==> config.mk <==
export PLATFORM = sky130hd
export DESIGN_NAME = sample_clock_divider_delay
export DESIGN_NICKNAME = d
export VERILOG_FILES = /design/src/core/sample_clock_pkg.sv /design/src/core/duty_cycle_stabilizer.sv /design/src/core/sample_clock_divider_delay.sv
export SDC_FILE = /design/constraint.sdc
export NUM_CORES = 1
export LEC_CHECK = 0
export BUFFER_PORTS_ARGS = -buffer_cell sky130_fd_sc_hd__buf_2
export CORE_MARGIN = 4
export CORE_UTILIZATION = 45
export DETAILED_ROUTE_END_ITERATION = 16
export PLACE_DENSITY = 0.7
export SYNTH_ARGS = -nofsm -noshare
export SYNTH_HDL_FRONTEND = slang
export SYNTH_SLANG_ARGS = --single-unit
==> constraint.sdc <==
create_clock -name core_clk -period 4.4 [get_ports core_clk]
set_clock_uncertainty 0.15 [all_clocks]
set_input_delay 0.44 -clock core_clk [delete_from_list [all_inputs] [get_ports core_clk]]
set_output_delay 0.44 -clock core_clk [all_outputs]
set_load 0.005 [all_outputs]
==> src/core/sample_clock_pkg.sv <==
// Function
// divide the input clock by 1, 2 or 4 per the divide ratio register
// divided clock to the converter core has 50% duty cycle
// valid timing pulse forces divider counter to a programmed state
// host should set divide ratio before applying the input clock
// clock source must stay at or below 6 GHz divider limit
// divider phase steps by half an input period when enabled
// half-period register writes leave the serial link undisturbed
// 3-bit delay mode picks fine delay alone or fine plus superfine
// fine delay offers a 16-step and a 192-step option
// 8-bit fine delay register spans 192 delay steps
// 8-bit unsigned superfine register spans 128 steps of 0.25 ps
// superfine used only for delay mode 0x2 or 0x6
// delay settings apply at once after a register write
// enabling fine delay in the mode field resets the datapath
// fine and superfine amount writes neither disturb link nor reset datapath
// host should match digital and analog delay values
// two-stage duty stabilizer on from reset, set by two registers
// ratio codes are distinct for 1, 2, 4; unused codes divide by 1
// realignment on next input edge after pulse; stray divided edge suppressed
package sample_clock_pkg;
  localparam logic [15:0] addr_divide_ratio   = 16'h0108;
  localparam logic [15:0] addr_half_period    = 16'h0109;
  localparam logic [15:0] addr_delay_mode     = 16'h0110;
  localparam logic [15:0] addr_superfine      = 16'h0111;
  localparam logic [15:0] addr_fine           = 16'h0112;
  localparam logic [15:0] addr_stabilizer_one = 16'h011c;
  localparam logic [15:0] addr_stabilizer_two = 16'h011e;
  localparam logic [15:0] addr_status         = 16'h0120;

  // divide ratio register fields
  localparam int         ratio_lsb      = 0;
  localparam int         load_state_lsb = 4;
  localparam logic [1:0] ratio_div1     = 2'h0;
  localparam logic [1:0] ratio_div2     = 2'h1;
  localparam logic [1:0] ratio_div4     = 2'h2;

  localparam int half_enable_bit = 0;
  localparam int stab_enable_bit = 0;
  localparam int mode_lsb        = 0;

  localparam logic [2:0] mode_off         = 3'h0;
  localparam logic [2:0] mode_superfine_a = 3'h2;
  localparam logic [2:0] mode_superfine_b = 3'h6;
  localparam int         mode_short_bit   = 2;

  localparam logic [7:0] fine_steps_long  = 8'hc0;
  localparam logic [7:0] fine_steps_short = 8'h10;
  localparam logic [7:0] superfine_steps  = 8'h80;
  localparam int         superfine_step_fs = 250;

  localparam logic [7:0] reset_divide_ratio = 8'h00;
  localparam logic [7:0] reset_half_period  = 8'h00;
  localparam logic [7:0] reset_delay_mode   = 8'h00;
  localparam logic [7:0] reset_superfine    = 8'h00;
  localparam logic [7:0] reset_fine         = 8'h00;
  localparam logic [7:0] reset_stabilizer   = 8'h01;

  localparam int stab_period_width = 8;
endpackage

==> src/core/duty_cycle_stabilizer.sv <==
`timescale 1ns/1ps
`default_nettype none
module duty_cycle_stabilizer
  import sample_clock_pkg::*;
#(
  parameter int WIDTH = stab_period_width
)(
  input  wire logic core_clk,
  input  wire logic rst,
  input  wire logic in_level,
  input  wire logic in_rise,
  input  wire logic stage_one_enable,
  input  wire logic stage_two_enable,
  output logic      clk_out
);
  typedef struct packed {
    logic [WIDTH-1:0] count;
    logic [WIDTH-1:0] period;
    logic             level;
  } stab_state_type;

  stab_state_type cur;
  stab_state_type next_state;
  logic           enabled;

  assign enabled = stage_one_enable | stage_two_enable;
  assign clk_out = cur.level;

  // measure the input period, then stay high for half of it
  always_comb
  begin
    next_state = cur;
    if (!enabled)
    begin
      next_state.level = in_level;
      next_state.count = '0;
    end
    else if (in_rise)
    begin
      next_state.period = (&cur.count) ? cur.count : cur.count + 1'b1;
      next_state.count  = '0;
      next_state.level  = 1'b1;
    end
    else
    begin
      if (!(&cur.count))
        next_state.count = cur.count + 1'b1;
      if (next_state.count >= (cur.period >> 1))
        next_state.level = 1'b0;
    end
  end

  always_ff @(posedge core_clk)
  begin
    if (rst)
      cur <= '0;
    else
      cur <= next_state;
  end

  a_stab_rise_high: assert property (@(posedge core_clk) disable iff (rst)
    enabled && in_rise |=> clk_out)
    else $error("stabilizer output not high after input rise");

  a_stab_half_low: assert property (@(posedge core_clk) disable iff (rst)
    enabled && !in_rise && (cur.count + 1'b1) >= (cur.period >> 1) && !(&cur.count)
    |=> !clk_out)
    else $error("stabilizer output not low after half period");
endmodule
`default_nettype wire

==> src/core/sample_clock_divider_delay.sv <==
`timescale 1ns/1ps
`default_nettype none
module sample_clock_divider_delay
  import sample_clock_pkg::*;
(
  input  wire logic        core_clk,
  input  wire logic        rst,
  input  wire logic        clk_in_pin,
  input  wire logic        sysref_pin,
  input  wire logic        reg_wr_en,
  input  wire logic        reg_rd_en,
  input  wire logic [15:0] reg_addr,
  input  wire logic [7:0]  reg_wr_data,
  output logic      [7:0]  reg_rd_data,
  output logic             reg_rd_valid,
  output logic             div_clk,
  output logic             sample_strobe,
  output logic      [7:0]  fine_delay_applied,
  output logic      [7:0]  superfine_delay_applied,
  output logic             superfine_active,
  output logic             datapath_reset
);
  typedef struct packed {
    logic       clk_meta;
    logic       clk_sync;
    logic       clk_prev;
    logic       ref_meta;
    logic       ref_sync;
    logic       ref_prev;
    logic       sysref_pending;
    logic [1:0] cnt;
    logic       div_clk;
    logic       sample_strobe;
    logic       realigned;
    logic [7:0] divide_ratio;
    logic [7:0] half_period;
    logic [7:0] delay_mode;
    logic [7:0] superfine;
    logic [7:0] fine;
    logic [7:0] stab_one;
    logic [7:0] stab_two;
    logic [7:0] fine_out;
    logic [7:0] superfine_out;
    logic       superfine_on;
    logic       datapath_reset;
    logic [7:0] rd_data;
    logic       rd_valid;
  } core_state_type;

  core_state_type cur;
  core_state_type next_state;

  logic       in_rise;
  logic       in_fall;
  logic       div_edge;
  logic       ref_rise;
  logic       stab_level;
  logic [1:0] ratio;
  logic [1:0] load_state;
  logic [2:0] new_mode;
  logic [2:0] old_mode;
  logic       half_on;
  logic       wr_mode;

  function automatic logic [7:0] clamp_steps(input logic [7:0] value, input logic [7:0] steps);
    clamp_steps = (value >= steps) ? steps - 8'h01 : value;
  endfunction

  function automatic logic fine_enabled(input logic [2:0] mode);
    fine_enabled = (mode != mode_off);
  endfunction

  function automatic logic superfine_mode(input logic [2:0] mode);
    superfine_mode = (mode == mode_superfine_a) || (mode == mode_superfine_b);
  endfunction

  duty_cycle_stabilizer #(
    .WIDTH (stab_period_width)
  ) stabilizer (
    .core_clk         (core_clk),
    .rst              (rst),
    .in_level         (cur.clk_sync),
    .in_rise          (div_edge),
    .stage_one_enable (cur.stab_one[stab_enable_bit]),
    .stage_two_enable (cur.stab_two[stab_enable_bit]),
    .clk_out          (stab_level)
  );

  assign in_rise    = cur.clk_sync & ~cur.clk_prev;
  assign in_fall    = ~cur.clk_sync & cur.clk_prev;
  assign ref_rise   = cur.ref_sync & ~cur.ref_prev;
  assign half_on    = cur.half_period[half_enable_bit];
  assign div_edge   = half_on ? in_fall : in_rise;
  assign ratio      = cur.divide_ratio[ratio_lsb +: 2];
  assign load_state = cur.divide_ratio[load_state_lsb +: 2];
  assign old_mode   = cur.delay_mode[mode_lsb +: 3];
  assign wr_mode    = reg_wr_en && (reg_addr == addr_delay_mode);

  always_comb
  begin
    next_state = cur;
    new_mode   = old_mode;

    // two-stage synchronisers for the clock and timing pins
    next_state.clk_meta = clk_in_pin;
    next_state.clk_sync = cur.clk_meta;
    next_state.clk_prev = cur.clk_sync;
    next_state.ref_meta = sysref_pin;
    next_state.ref_sync = cur.ref_meta;
    next_state.ref_prev = cur.ref_sync;

    // divider counter and timing-pulse realignment
    if (div_edge && cur.sysref_pending)
    begin
      next_state.cnt            = load_state;
      next_state.sysref_pending = ref_rise;
    end
    else
    begin
      if (div_edge)
        next_state.cnt = cur.cnt + 2'h1;
      if (ref_rise)
        next_state.sysref_pending = 1'b1;
    end

    if (div_edge && cur.sysref_pending)
      next_state.div_clk = cur.div_clk;
    else if (ratio == ratio_div4)
      next_state.div_clk = next_state.cnt[1];
    else if (ratio == ratio_div2)
      next_state.div_clk = next_state.cnt[0];
    else
      next_state.div_clk = stab_level;

    // catch-up level change after a counter load is no sample edge
    next_state.realigned     = div_edge && cur.sysref_pending
                               && (ratio == ratio_div2 || ratio == ratio_div4);
    next_state.sample_strobe = next_state.div_clk & ~cur.div_clk & ~cur.realigned;

    // register writes
    if (reg_wr_en)
    begin
      if (reg_addr == addr_divide_ratio)
        next_state.divide_ratio = reg_wr_data;
      else if (reg_addr == addr_half_period)
        next_state.half_period = reg_wr_data;
      else if (reg_addr == addr_delay_mode)
        next_state.delay_mode = reg_wr_data;
      else if (reg_addr == addr_superfine)
        next_state.superfine = reg_wr_data;
      else if (reg_addr == addr_fine)
        next_state.fine = reg_wr_data;
      else if (reg_addr == addr_stabilizer_one)
        next_state.stab_one = reg_wr_data;
      else if (reg_addr == addr_stabilizer_two)
        next_state.stab_two = reg_wr_data;
    end
    new_mode = next_state.delay_mode[mode_lsb +: 3];

    // delay settings follow the registers with no extra trigger
    if (!fine_enabled(new_mode))
      next_state.fine_out = 8'h00;
    else if (new_mode[mode_short_bit])
      next_state.fine_out = clamp_steps(next_state.fine, fine_steps_short);
    else
      next_state.fine_out = clamp_steps(next_state.fine, fine_steps_long);

    next_state.superfine_on = superfine_mode(new_mode);
    if (superfine_mode(new_mode))
      next_state.superfine_out = clamp_steps(next_state.superfine, superfine_steps);
    else
      next_state.superfine_out = 8'h00;

    // only a mode write that turns fine delay on resets the datapath
    next_state.datapath_reset = wr_mode && fine_enabled(new_mode) && !fine_enabled(old_mode);

    // register reads
    next_state.rd_valid = reg_rd_en;
    if (reg_rd_en)
    begin
      if (reg_addr == addr_divide_ratio)
        next_state.rd_data = cur.divide_ratio;
      else if (reg_addr == addr_half_period)
        next_state.rd_data = cur.half_period;
      else if (reg_addr == addr_delay_mode)
        next_state.rd_data = cur.delay_mode;
      else if (reg_addr == addr_superfine)
        next_state.rd_data = cur.superfine;
      else if (reg_addr == addr_fine)
        next_state.rd_data = cur.fine;
      else if (reg_addr == addr_stabilizer_one)
        next_state.rd_data = cur.stab_one;
      else if (reg_addr == addr_stabilizer_two)
        next_state.rd_data = cur.stab_two;
      else if (reg_addr == addr_status)
        next_state.rd_data = {4'h0, cur.sysref_pending, cur.div_clk, cur.cnt};
      else
        next_state.rd_data = 8'h00;
    end
  end

  always_ff @(posedge core_clk)
  begin
    if (rst)
    begin
      cur              <= '0;
      cur.divide_ratio <= reset_divide_ratio;
      cur.half_period  <= reset_half_period;
      cur.delay_mode   <= reset_delay_mode;
      cur.superfine    <= reset_superfine;
      cur.fine         <= reset_fine;
      cur.stab_one     <= reset_stabilizer;
      cur.stab_two     <= reset_stabilizer;
    end
    else
      cur <= next_state;
  end

  assign reg_rd_data             = cur.rd_data;
  assign reg_rd_valid            = cur.rd_valid;
  assign div_clk                 = cur.div_clk;
  assign sample_strobe           = cur.sample_strobe;
  assign fine_delay_applied      = cur.fine_out;
  assign superfine_delay_applied = cur.superfine_out;
  assign superfine_active        = cur.superfine_on;
  assign datapath_reset          = cur.datapath_reset;

  // checks
  a_div_two_toggle: assert property (@(posedge core_clk) disable iff (rst)
    div_edge && !cur.sysref_pending && ratio == ratio_div2 && $stable(ratio)
    |=> div_clk != $past(div_clk))
    else $error("divide by two did not toggle on input edge");

  a_div_four_hold: assert property (@(posedge core_clk) disable iff (rst)
    div_edge && !cur.sysref_pending && ratio == ratio_div4 && !cur.cnt[0] && $stable(ratio)
    |=> div_clk == $past(div_clk) ##1 !div_edge [*1])
    else $error("divide by four changed level too early");

  a_unused_ratio: assert property (@(posedge core_clk) disable iff (rst)
    ratio == 2'h3 && !(div_edge && cur.sysref_pending) |=> div_clk == $past(stab_level))
    else $error("unused ratio code did not divide by one");

  a_sysref_realign: assert property (@(posedge core_clk) disable iff (rst)
    div_edge && cur.sysref_pending |=> cur.cnt == $past(load_state))
    else $error("divider not loaded on timing pulse");

  a_stray_edge_hold: assert property (@(posedge core_clk) disable iff (rst)
    div_edge && cur.sysref_pending |=> !sample_strobe && div_clk == $past(div_clk))
    else $error("divided edge not suppressed at realignment");

  a_half_edge_select: assert property (@(posedge core_clk) disable iff (rst)
    half_on && in_rise |-> !div_edge)
    else $error("half period shift counted the wrong edge");

  a_no_reset_amount: assert property (@(posedge core_clk) disable iff (rst)
    reg_wr_en && (reg_addr == addr_fine || reg_addr == addr_superfine || reg_addr == addr_half_period)
    |=> !datapath_reset)
    else $error("amount or half period write reset the datapath");

  a_fine_enable_reset: assert property (@(posedge core_clk) disable iff (rst)
    wr_mode && old_mode == mode_off && reg_wr_data[2:0] != mode_off |=> datapath_reset ##1 !datapath_reset)
    else $error("fine delay enable did not pulse datapath reset");

  a_superfine_gate: assert property (@(posedge core_clk) disable iff (rst)
    !superfine_active |-> superfine_delay_applied == 8'h00)
    else $error("superfine applied outside its modes");

  a_fine_range: assert property (@(posedge core_clk) disable iff (rst)
    fine_delay_applied < fine_steps_long && superfine_delay_applied < superfine_steps)
    else $error("delay beyond step range");

  a_fine_immediate: assert property (@(posedge core_clk) disable iff (rst)
    reg_wr_en && reg_addr == addr_fine && fine_enabled(old_mode) && !old_mode[mode_short_bit]
    |=> fine_delay_applied == clamp_steps($past(reg_wr_data), fine_steps_long))
    else $error("fine delay not applied at once");

  a_stab_reset_on: assert property (@(posedge core_clk)
    rst |=> cur.stab_one[stab_enable_bit] && cur.stab_two[stab_enable_bit])
    else $error("stabilizer not enabled out of reset");

  a_catchup_quiet: assert property (@(posedge core_clk) disable iff (rst)
    cur.realigned |=> !sample_strobe)
    else $error("catch-up edge after realignment gave a sample strobe");

  a_short_range: assert property (@(posedge core_clk) disable iff (rst)
    old_mode[mode_short_bit] |-> fine_delay_applied < fine_steps_short)
    else $error("short fine delay beyond its step range");

  a_superfine_mode: assert property (@(posedge core_clk) disable iff (rst)
    superfine_active |-> old_mode == mode_superfine_a || old_mode == mode_superfine_b)
    else $error("superfine active in a fine-only mode");

  a_mode_no_pulse: assert property (@(posedge core_clk) disable iff (rst)
    wr_mode && old_mode != mode_off |=> !datapath_reset)
    else $error("mode write with fine delay already on reset the datapath");

  c_realign: cover property (@(posedge core_clk) disable iff (rst)
    div_edge && cur.sysref_pending && ratio == ratio_div4);
  c_datapath_reset: cover property (@(posedge core_clk) disable iff (rst) datapath_reset);
  c_half_shift: cover property (@(posedge core_clk) disable iff (rst)
    half_on && div_edge && ratio == ratio_div2);
  c_superfine_div2: cover property (@(posedge core_clk) disable iff (rst)
    superfine_active && ratio == ratio_div2 && sample_strobe);
endmodule
`default_nettype wire

==> results.ini, run 1 <==
[power]
power.leakage_nw = 2.21
irDropWorstVdd_v = 0.000210
p_per_area_mw_per_mm2 = 341

[detailed_routing]
drc = 0
vias_per_cell = 5.62
drt-total-wl_um = 12600
drtIter0Drc = 344
vias = 4296
first_pass_iters = 4
final_antenna_net_count = 0
routedWlPerCell_um = 16.5

[worst_hold_path]
hold_class = in2reg
whs_path_depth = 2

[sta]
hold_viol = 0
report.final.slew_viol_count = 0
slew_headroom = 0.379
timing.setup.tns_ps = 0
min_period_ps = 3260
fmax_mhz = 307
rsz0062_at_grt = no
setup_viol = 0
tightest_slew_ps = 929
holdWs_ps = 143
finalCritPeriodShare = 0.740

[floorplan]
ios = 59
coreArea_mm2 = 0.0110
die_height_um = 115
initial_core_util = 0.468
rows = 38
die_area_mm2 = 0.0133
die_x_um = 115

[global_route]
grt-ovfl-total = 0
grt_util_all_layers = 0.194
grt_antenna_before_repair = 0
grt_pass1_wl_um = 20300
grt_max_degree = 42
grt_pass1_vias = 4053

[clock_tree]
cts-buffers-inserted = 9
cts_buffer_depth = 2
clkLatencyLatePin_ps = 350
cts.clk_slew.worst_paths_ps = 70
cts-htree-levels = 3
clock-root-buffer = clkbuf_16
cts-resized-gates = 0
clock_sinks = 111
cts_tree = built
postCtsHoldBufs = 0
cts_setup_buffers = 0

[setup_path]
path_class = in2reg
reg2reg_depth = 12
cp_max_fo = 15
end_kind = flip-flop
worstPathArrival_ps = 3330
cp-startpoint = reg_addr[13]
cp-endpoint = fine_delay_applied[0]
rr_startpoint = stabilizer.cur[9]
start_kind = input port
r2r-end = stabilizer.clk_out
critPathRequiredTime_ps = 4470
rrSetupSlack_ps = 1760

[place]
hpwl_um = 9110
io_buffers = 58
place_congestion = 0.897

[synth]
syn_nets = 648
synthCells = 608
synth-xor-area-share = 0.00678
netlist_area_mm2 = 0.00517
synth_area_per_cell_um2 = 8.50
synthSimpleGateAreaFrac = 0.233
synth_cell_types = 57
synth_top_area_frac = 0.430
synth_mux_area_frac = 0.0790
synth_edf_count = 0
synth_compound_area_frac = 0.148
synth-async-reset-ratio = 0
ys_seq_elements = 111
synth.area.top_cells = dfxtp_1, mux2i_1, nand2_1
yosys.area.top_type = dfxtp_1
synthAdderAreaFrac = 0.0242
synth_top_family_by_area = simple AND/OR/NAND/NOR gates
yosys_most_used_dff = dfxtp_1
ys.warnings.count = 0
seq_area_frac_synth = 0.430

[final_layout]
drive_above_1_share = 0.144
synthToLayoutAreaGrowth_pct = 8.77
antenna_cells = 0
mostFrequentLayoutCells = dfxtp_1, nand2_1, nor2_1
nets = 663
fillerInstances = 1022
layout_commonest_cell = dfxtp_1

[job]
drv_cap = 0

[outcome]
status = complete, no violations

## area by class of cell
type	count	area, µm²	area share
multi-input combinational	415	2540	0.451
sequential	111	2220	0.395
timing repair buffer	62	320	0.0570
clock buffer	10	229	0.0407
tap	140	175	0.0312
inverter	24	90.1	0.0160
clock inverter	3	46.3	0.00824
## state kept, by name, summed over array words and instances, names as in the netlist
register,flops
cur,66
datapath_reset,1
div_clk,1
fine_delay_applied,8
reg_rd_data,8
reg_rd_valid,1
sample_strobe,1
stabilizer.clk_out,1
stabilizer.cur,15
superfine_active,1
superfine_delay_applied,8
## metrics by stage
step,std cells,setup WS (ps),utilization,cell area (µm²),power (mW)
final,765,1140,0.509,5620,1.91
after global routing,765,885,0.509,5620,1.99
after CTS,765,1180,0.509,5620,1.94
after detailed placement,752,832,0.484,5340,1.15
after global placement,752,964,0.484,5340,1.15
after floorplan,608,1620,-,5170,1.11
## power breakdown
| part | internal, mW | switching [mW] |
|---|---|---|
| clock network | 0.434 | 0.350 |
| registers | 1.01 | 0.00649 |
| logic | 0.0382 | 0.0717 |
| total | 1.49 | 0.429 |
## kinds of logic (layout without fill, tap and decap cells)
| family | count (synthesis) | in the layout |
|---|---|---|
| XOR/XNOR | 4 | 4 |
| AND/OR/NAND/NOR | 241 | 241 |
| other | 1 | 1 |
| buffers and inverters | 82 | 99 |
| flip-flops | 111 | 111 |
| multiplexers | 38 | 38 |
| adder cells (fa/ha/maj) | 10 | 10 |
| AO/OA/AOI/OAI | 121 | 121 |
## worst max-delay path, stage by stage
cell     delay, ps
buf_2          120
or4_1          680
nor4_1         360
buf_4          240
or4_1          620
mux2i_4        390
nor2_2          70
nor3_2         280
a21oi_1        130
## worst min path at each step
stage               start       endpoint  slack, ps
6_report       clk_in_pin        cur[94]        140
5_1_grt        clk_in_pin        cur[94]        160
4_1_cts        clk_in_pin        cur[94]        140
3_5_place_dp      cur[83]  sample_strobe        230
3_3_place_gp      cur[83]  sample_strobe        230
2_1_floorplan     cur[83]  sample_strobe        220
## metal layers
layer	up-vias	wire length [µm]	share of wire	track usage
li1	2120	-	-	-
met1	1999	5660	0.45	0.253
met2	160	5680	0.45	0.306
met3	17	975	0.077	0.0458
met4	0	292	0.023	0.0892
met5	-	0	0	0
## synthesized netlist by cell type (all sizes together), types with 2 or more instances
library cell  instances
dfxtp               111
nand2                79
nor2                 74
a21oi                55
mux2i                36
clkbuf               30
buf                  28
inv                  24
o21ai                16
nor3                 13
a211oi               12
or3                  11
ha                   10
nand2b               10
nor2b                10
nor4                  9
o311a                 7
nand3                 6
nand3b                6
nand4                 5
o22ai                 5
a221oi                4
a222oi                4
a22oi                 4
a32oi                 4
o21a                  4
or4                   4
nor4b                 3
xor2                  3
a21o                  2
and2                  2
and3                  2
mux2                  2
or4b                  2
(Power assumes the default switching activity.)
==> inputs of run 2 (changes only) <==
--- a/config.mk
+++ b/config.mk
@@ -5,6 +5,7 @@
 export SDC_FILE = /design/constraint.sdc
 export NUM_CORES = 1
 export LEC_CHECK = 0
+export ABC_AREA = 1
 export BUFFER_PORTS_ARGS = -buffer_cell sky130_fd_sc_hd__buf_2
 export CORE_MARGIN = 4
 export CORE_UTILIZATION = 45
==> constraint.sdc (replaced) <==
create_clock -name core_clk -period 3 [get_ports core_clk]
set_clock_uncertainty 0.15 [all_clocks]
set_input_delay 0.3 -clock core_clk [delete_from_list [all_inputs] [get_ports core_clk]]
set_output_delay 0.3 -clock core_clk [all_outputs]
set_load 0.005 [all_outputs]
==> run 2 against run 1 <==
Critical path depth is 12 higher. Combinational power increased by 70%. Largest cell class unchanged. Area after synthesis increased by 5.4%. Design area increased by 6.4%. Count of clock-buffer cells in the layout rose by 1. Hold slack got worse by 64 ps. Non-clock buffer count grew 5. Largest power group unchanged. Sequential share of layout area is 2.4 points lower.
==> results.ini, run 2 <==
[sta]
tightest_slew_ps = 689
min_period_ps = 2580
hold_viol = 0
holdWs_ps = 78.6
setup_viol = 0
fmax_mhz = 387
report.final.slew_viol_count = 0
slew_headroom = 0.539
finalCritPeriodShare = 0.860
timing.setup.tns_ps = 0
rsz0062_at_grt = no

[detailed_routing]
drc = 0
drt-total-wl_um = 12600
vias = 4719
final_antenna_net_count = 0
routedWlPerCell_um = 13.7
vias_per_cell = 5.15
first_pass_iters = 5
drtIter0Drc = 336

[place]
io_buffers = 58
hpwl_um = 9410
place_congestion = 0.910

[setup_path]
cpMaxStageDelayCell = dfxtp_1
cp_max_fo = 5
crit_chain = ha_1, nand2_1, nor2_1, nand3_1, xnor2_1, ha_1, inv_1, nand2_1, nand2_1, nand2_1, nand2_1, nand2_1, nand2_1, nand2_1, nand2_1, nand2_1, nand2_1, nand2_1, nand2_1, nand2_1, a21oi_1
end_kind = flip-flop
worstPathArrival_ps = 2710
slowest_delay_ps = 400
cpMostUsedCell = nand2_1
critPathRequiredTime_ps = 3130
start_kind = flip-flop
path_class = reg2reg

[synth]
synth_area_per_cell_um2 = 7.42
synthAdderAreaFrac = 0.0230
seq_area_frac_synth = 0.408
synthCells = 734
synth.area.top_cells = dfxtp_1, nand2_1, inv_1
synth_edf_count = 0
synth_top_family_by_area = simple AND/OR/NAND/NOR gates
ys.warnings.count = 0
synth_compound_area_frac = 0.164
synth_cell_types = 46
synthTopCellsByCount = nand2_1, dfxtp_1, inv_1
synth_top_area_frac = 0.408
synth-xor-area-share = 0.00965
syn_nets = 774
yosys_most_used_dff = dfxtp_1
yosys.area.top_type = dfxtp_1
netlist_area_mm2 = 0.00545
synth-async-reset-ratio = 0
synth_mux_area_frac = 0
yosysMostFrequentCell = nand2_1
ys_seq_elements = 111
synthSimpleGateAreaFrac = 0.259

[floorplan]
rows = 39
die_height_um = 118
ios = 59
die_area_mm2 = 0.0139
initial_core_util = 0.469
coreArea_mm2 = 0.0116
die_x_um = 118

[power]
p_per_area_mw_per_mm2 = 477
sw_frac_of_total = 0.242
seqPwrFrac = 0.526
p_total_mw = 2.86
p_clk_frac = 0.409
power.leakage_nw = 2.64
pwr-share-comb = 0.066
irDropWorstVdd_v = 0.000458
power.switching_mw = 0.690
p_int_mw = 2.16

[clock_tree]
clock_sinks = 111
cts_tree = built
cts_buffer_depth = 2
cts.clk_slew.worst_paths_ps = 70
cts_setup_buffers = 0
cts-htree-levels = 3
cts-buffers-inserted = 9
cts-resized-gates = 0
clock-root-buffer = clkbuf_16
clkLatencyLatePin_ps = 350

[final_layout]
largestRegisters = cur: 66 flops, stabilizer.cur: 15 flops
mostFrequentLayoutCells = nand2_1, dfxtp_1, inv_1
nets = 808
layout_commonest_cell = nand2_1
largest_reg_flops = 66
synthToLayoutAreaGrowth_pct = 9.79
drive_above_1_share = 0.175
regMostFlops = cur
antenna_cells = 0

[global_route]
grt-ovfl-total = 0
grt_pass1_wl_um = 21100
grt_pass1_vias = 4443
grt_max_degree = 57
grt_antenna_before_repair = 0
grt_util_all_layers = 0.183

[outcome]
status = complete, no violations

[job]
drv_cap = 0

[worst_hold_path]
hold_class = in2reg

-- run 2: cell count changes after synthesis, moves of 12 or more --
cell,change
inv_1,+83
clkbuf_1,-18
nand2_1,+49
a211oi_1,-12
o21ai_0,+35
mux2i_1,-34
nand3_1,+35
-- run 2: kinds of logic after synthesis --
family	count (synthesis)
compound gates	155
xor+xnor	6
fa+ha+maj	10
buf+inv	159
flops	111
other cells	1
simple gates	292
-- run 2: metrics by stage --
stage,instance area [µm²],utilization,instances,setup WS (ps)
2_1_floorplan,5450,-,734,575
3_3_place_gp,5670,0.488,898,567
3_5_place_dp,5670,0.488,898,402
4_1_cts,5980,0.515,916,380
5_1_grt,5980,0.515,916,26.0
6_report,5980,0.515,916,419
-- run 2: worst paths after layout --
check             depth (start not counted)                  to              start  slack [ps]
setup / recovery                         21  stabilizer.clk_out  stabilizer.cur[9]         420
hold / removal                            2             cur[61]                rst          80
setup reg to reg                         21  stabilizer.clk_out  stabilizer.cur[9]         420
hold reg to reg                           2             cur[90]            cur[91]         260
-- run 2: worst max-delay path: cells and delay by family, from the launching register on --
| family | cells | cell delay, ps |
|---|---|---|
| flops | 1 | 400 |
| buf+inv | 1 | 50 |
| compound gates | 1 | 110 |
| fa+ha+maj | 2 | 490 |
| xor+xnor | 1 | 250 |
| simple gates | 16 | 1050 |
-- run 2: per-layer routing --
layer / global-route usage / vias up / routed length, µm
li1: - / 2392 / -
met1: 0.229 / 2174 / 5540
met2: 0.314 / 127 / 6050
met3: 0.0375 / 26 / 662
met4: 0.0608 / 0 / 312
met5: 0 / - / 0
-- run 2: layout make-up --
type	instances	area (µm²)
Clock buffer	11	253
Multi-Input combinational cell	464	2480
Timing Repair Buffer	67	363
Sequential cell	111	2220
Clock inverter	5	41.3
Fill cell	1145	5630
Inverter	115	437
Tap cell	143	179
-- run 2: repair_timing --
item | 4_1_cts | 5_1_grt
endpoints found under the hold margin | 2 | 0
endpoints found under the setup margin | 0 | 0
hold buffers | 2 | 0
-- run 2: power groups by stage --
| stage | combinational [mW] | clock (mW) | sequential, mW |
|---|---|---|---|
| 2_1_floorplan | 0.116 | 0 | 1.53 |
| 3_3_place_gp | 0.178 | 0 | 1.53 |
| 3_5_place_dp | 0.185 | 0 | 1.54 |
| 4_1_cts | 0.188 | 1.19 | 1.50 |
| 5_1_grt | 0.212 | 1.26 | 1.50 |
| 6_report | 0.187 | 1.17 | 1.50 |
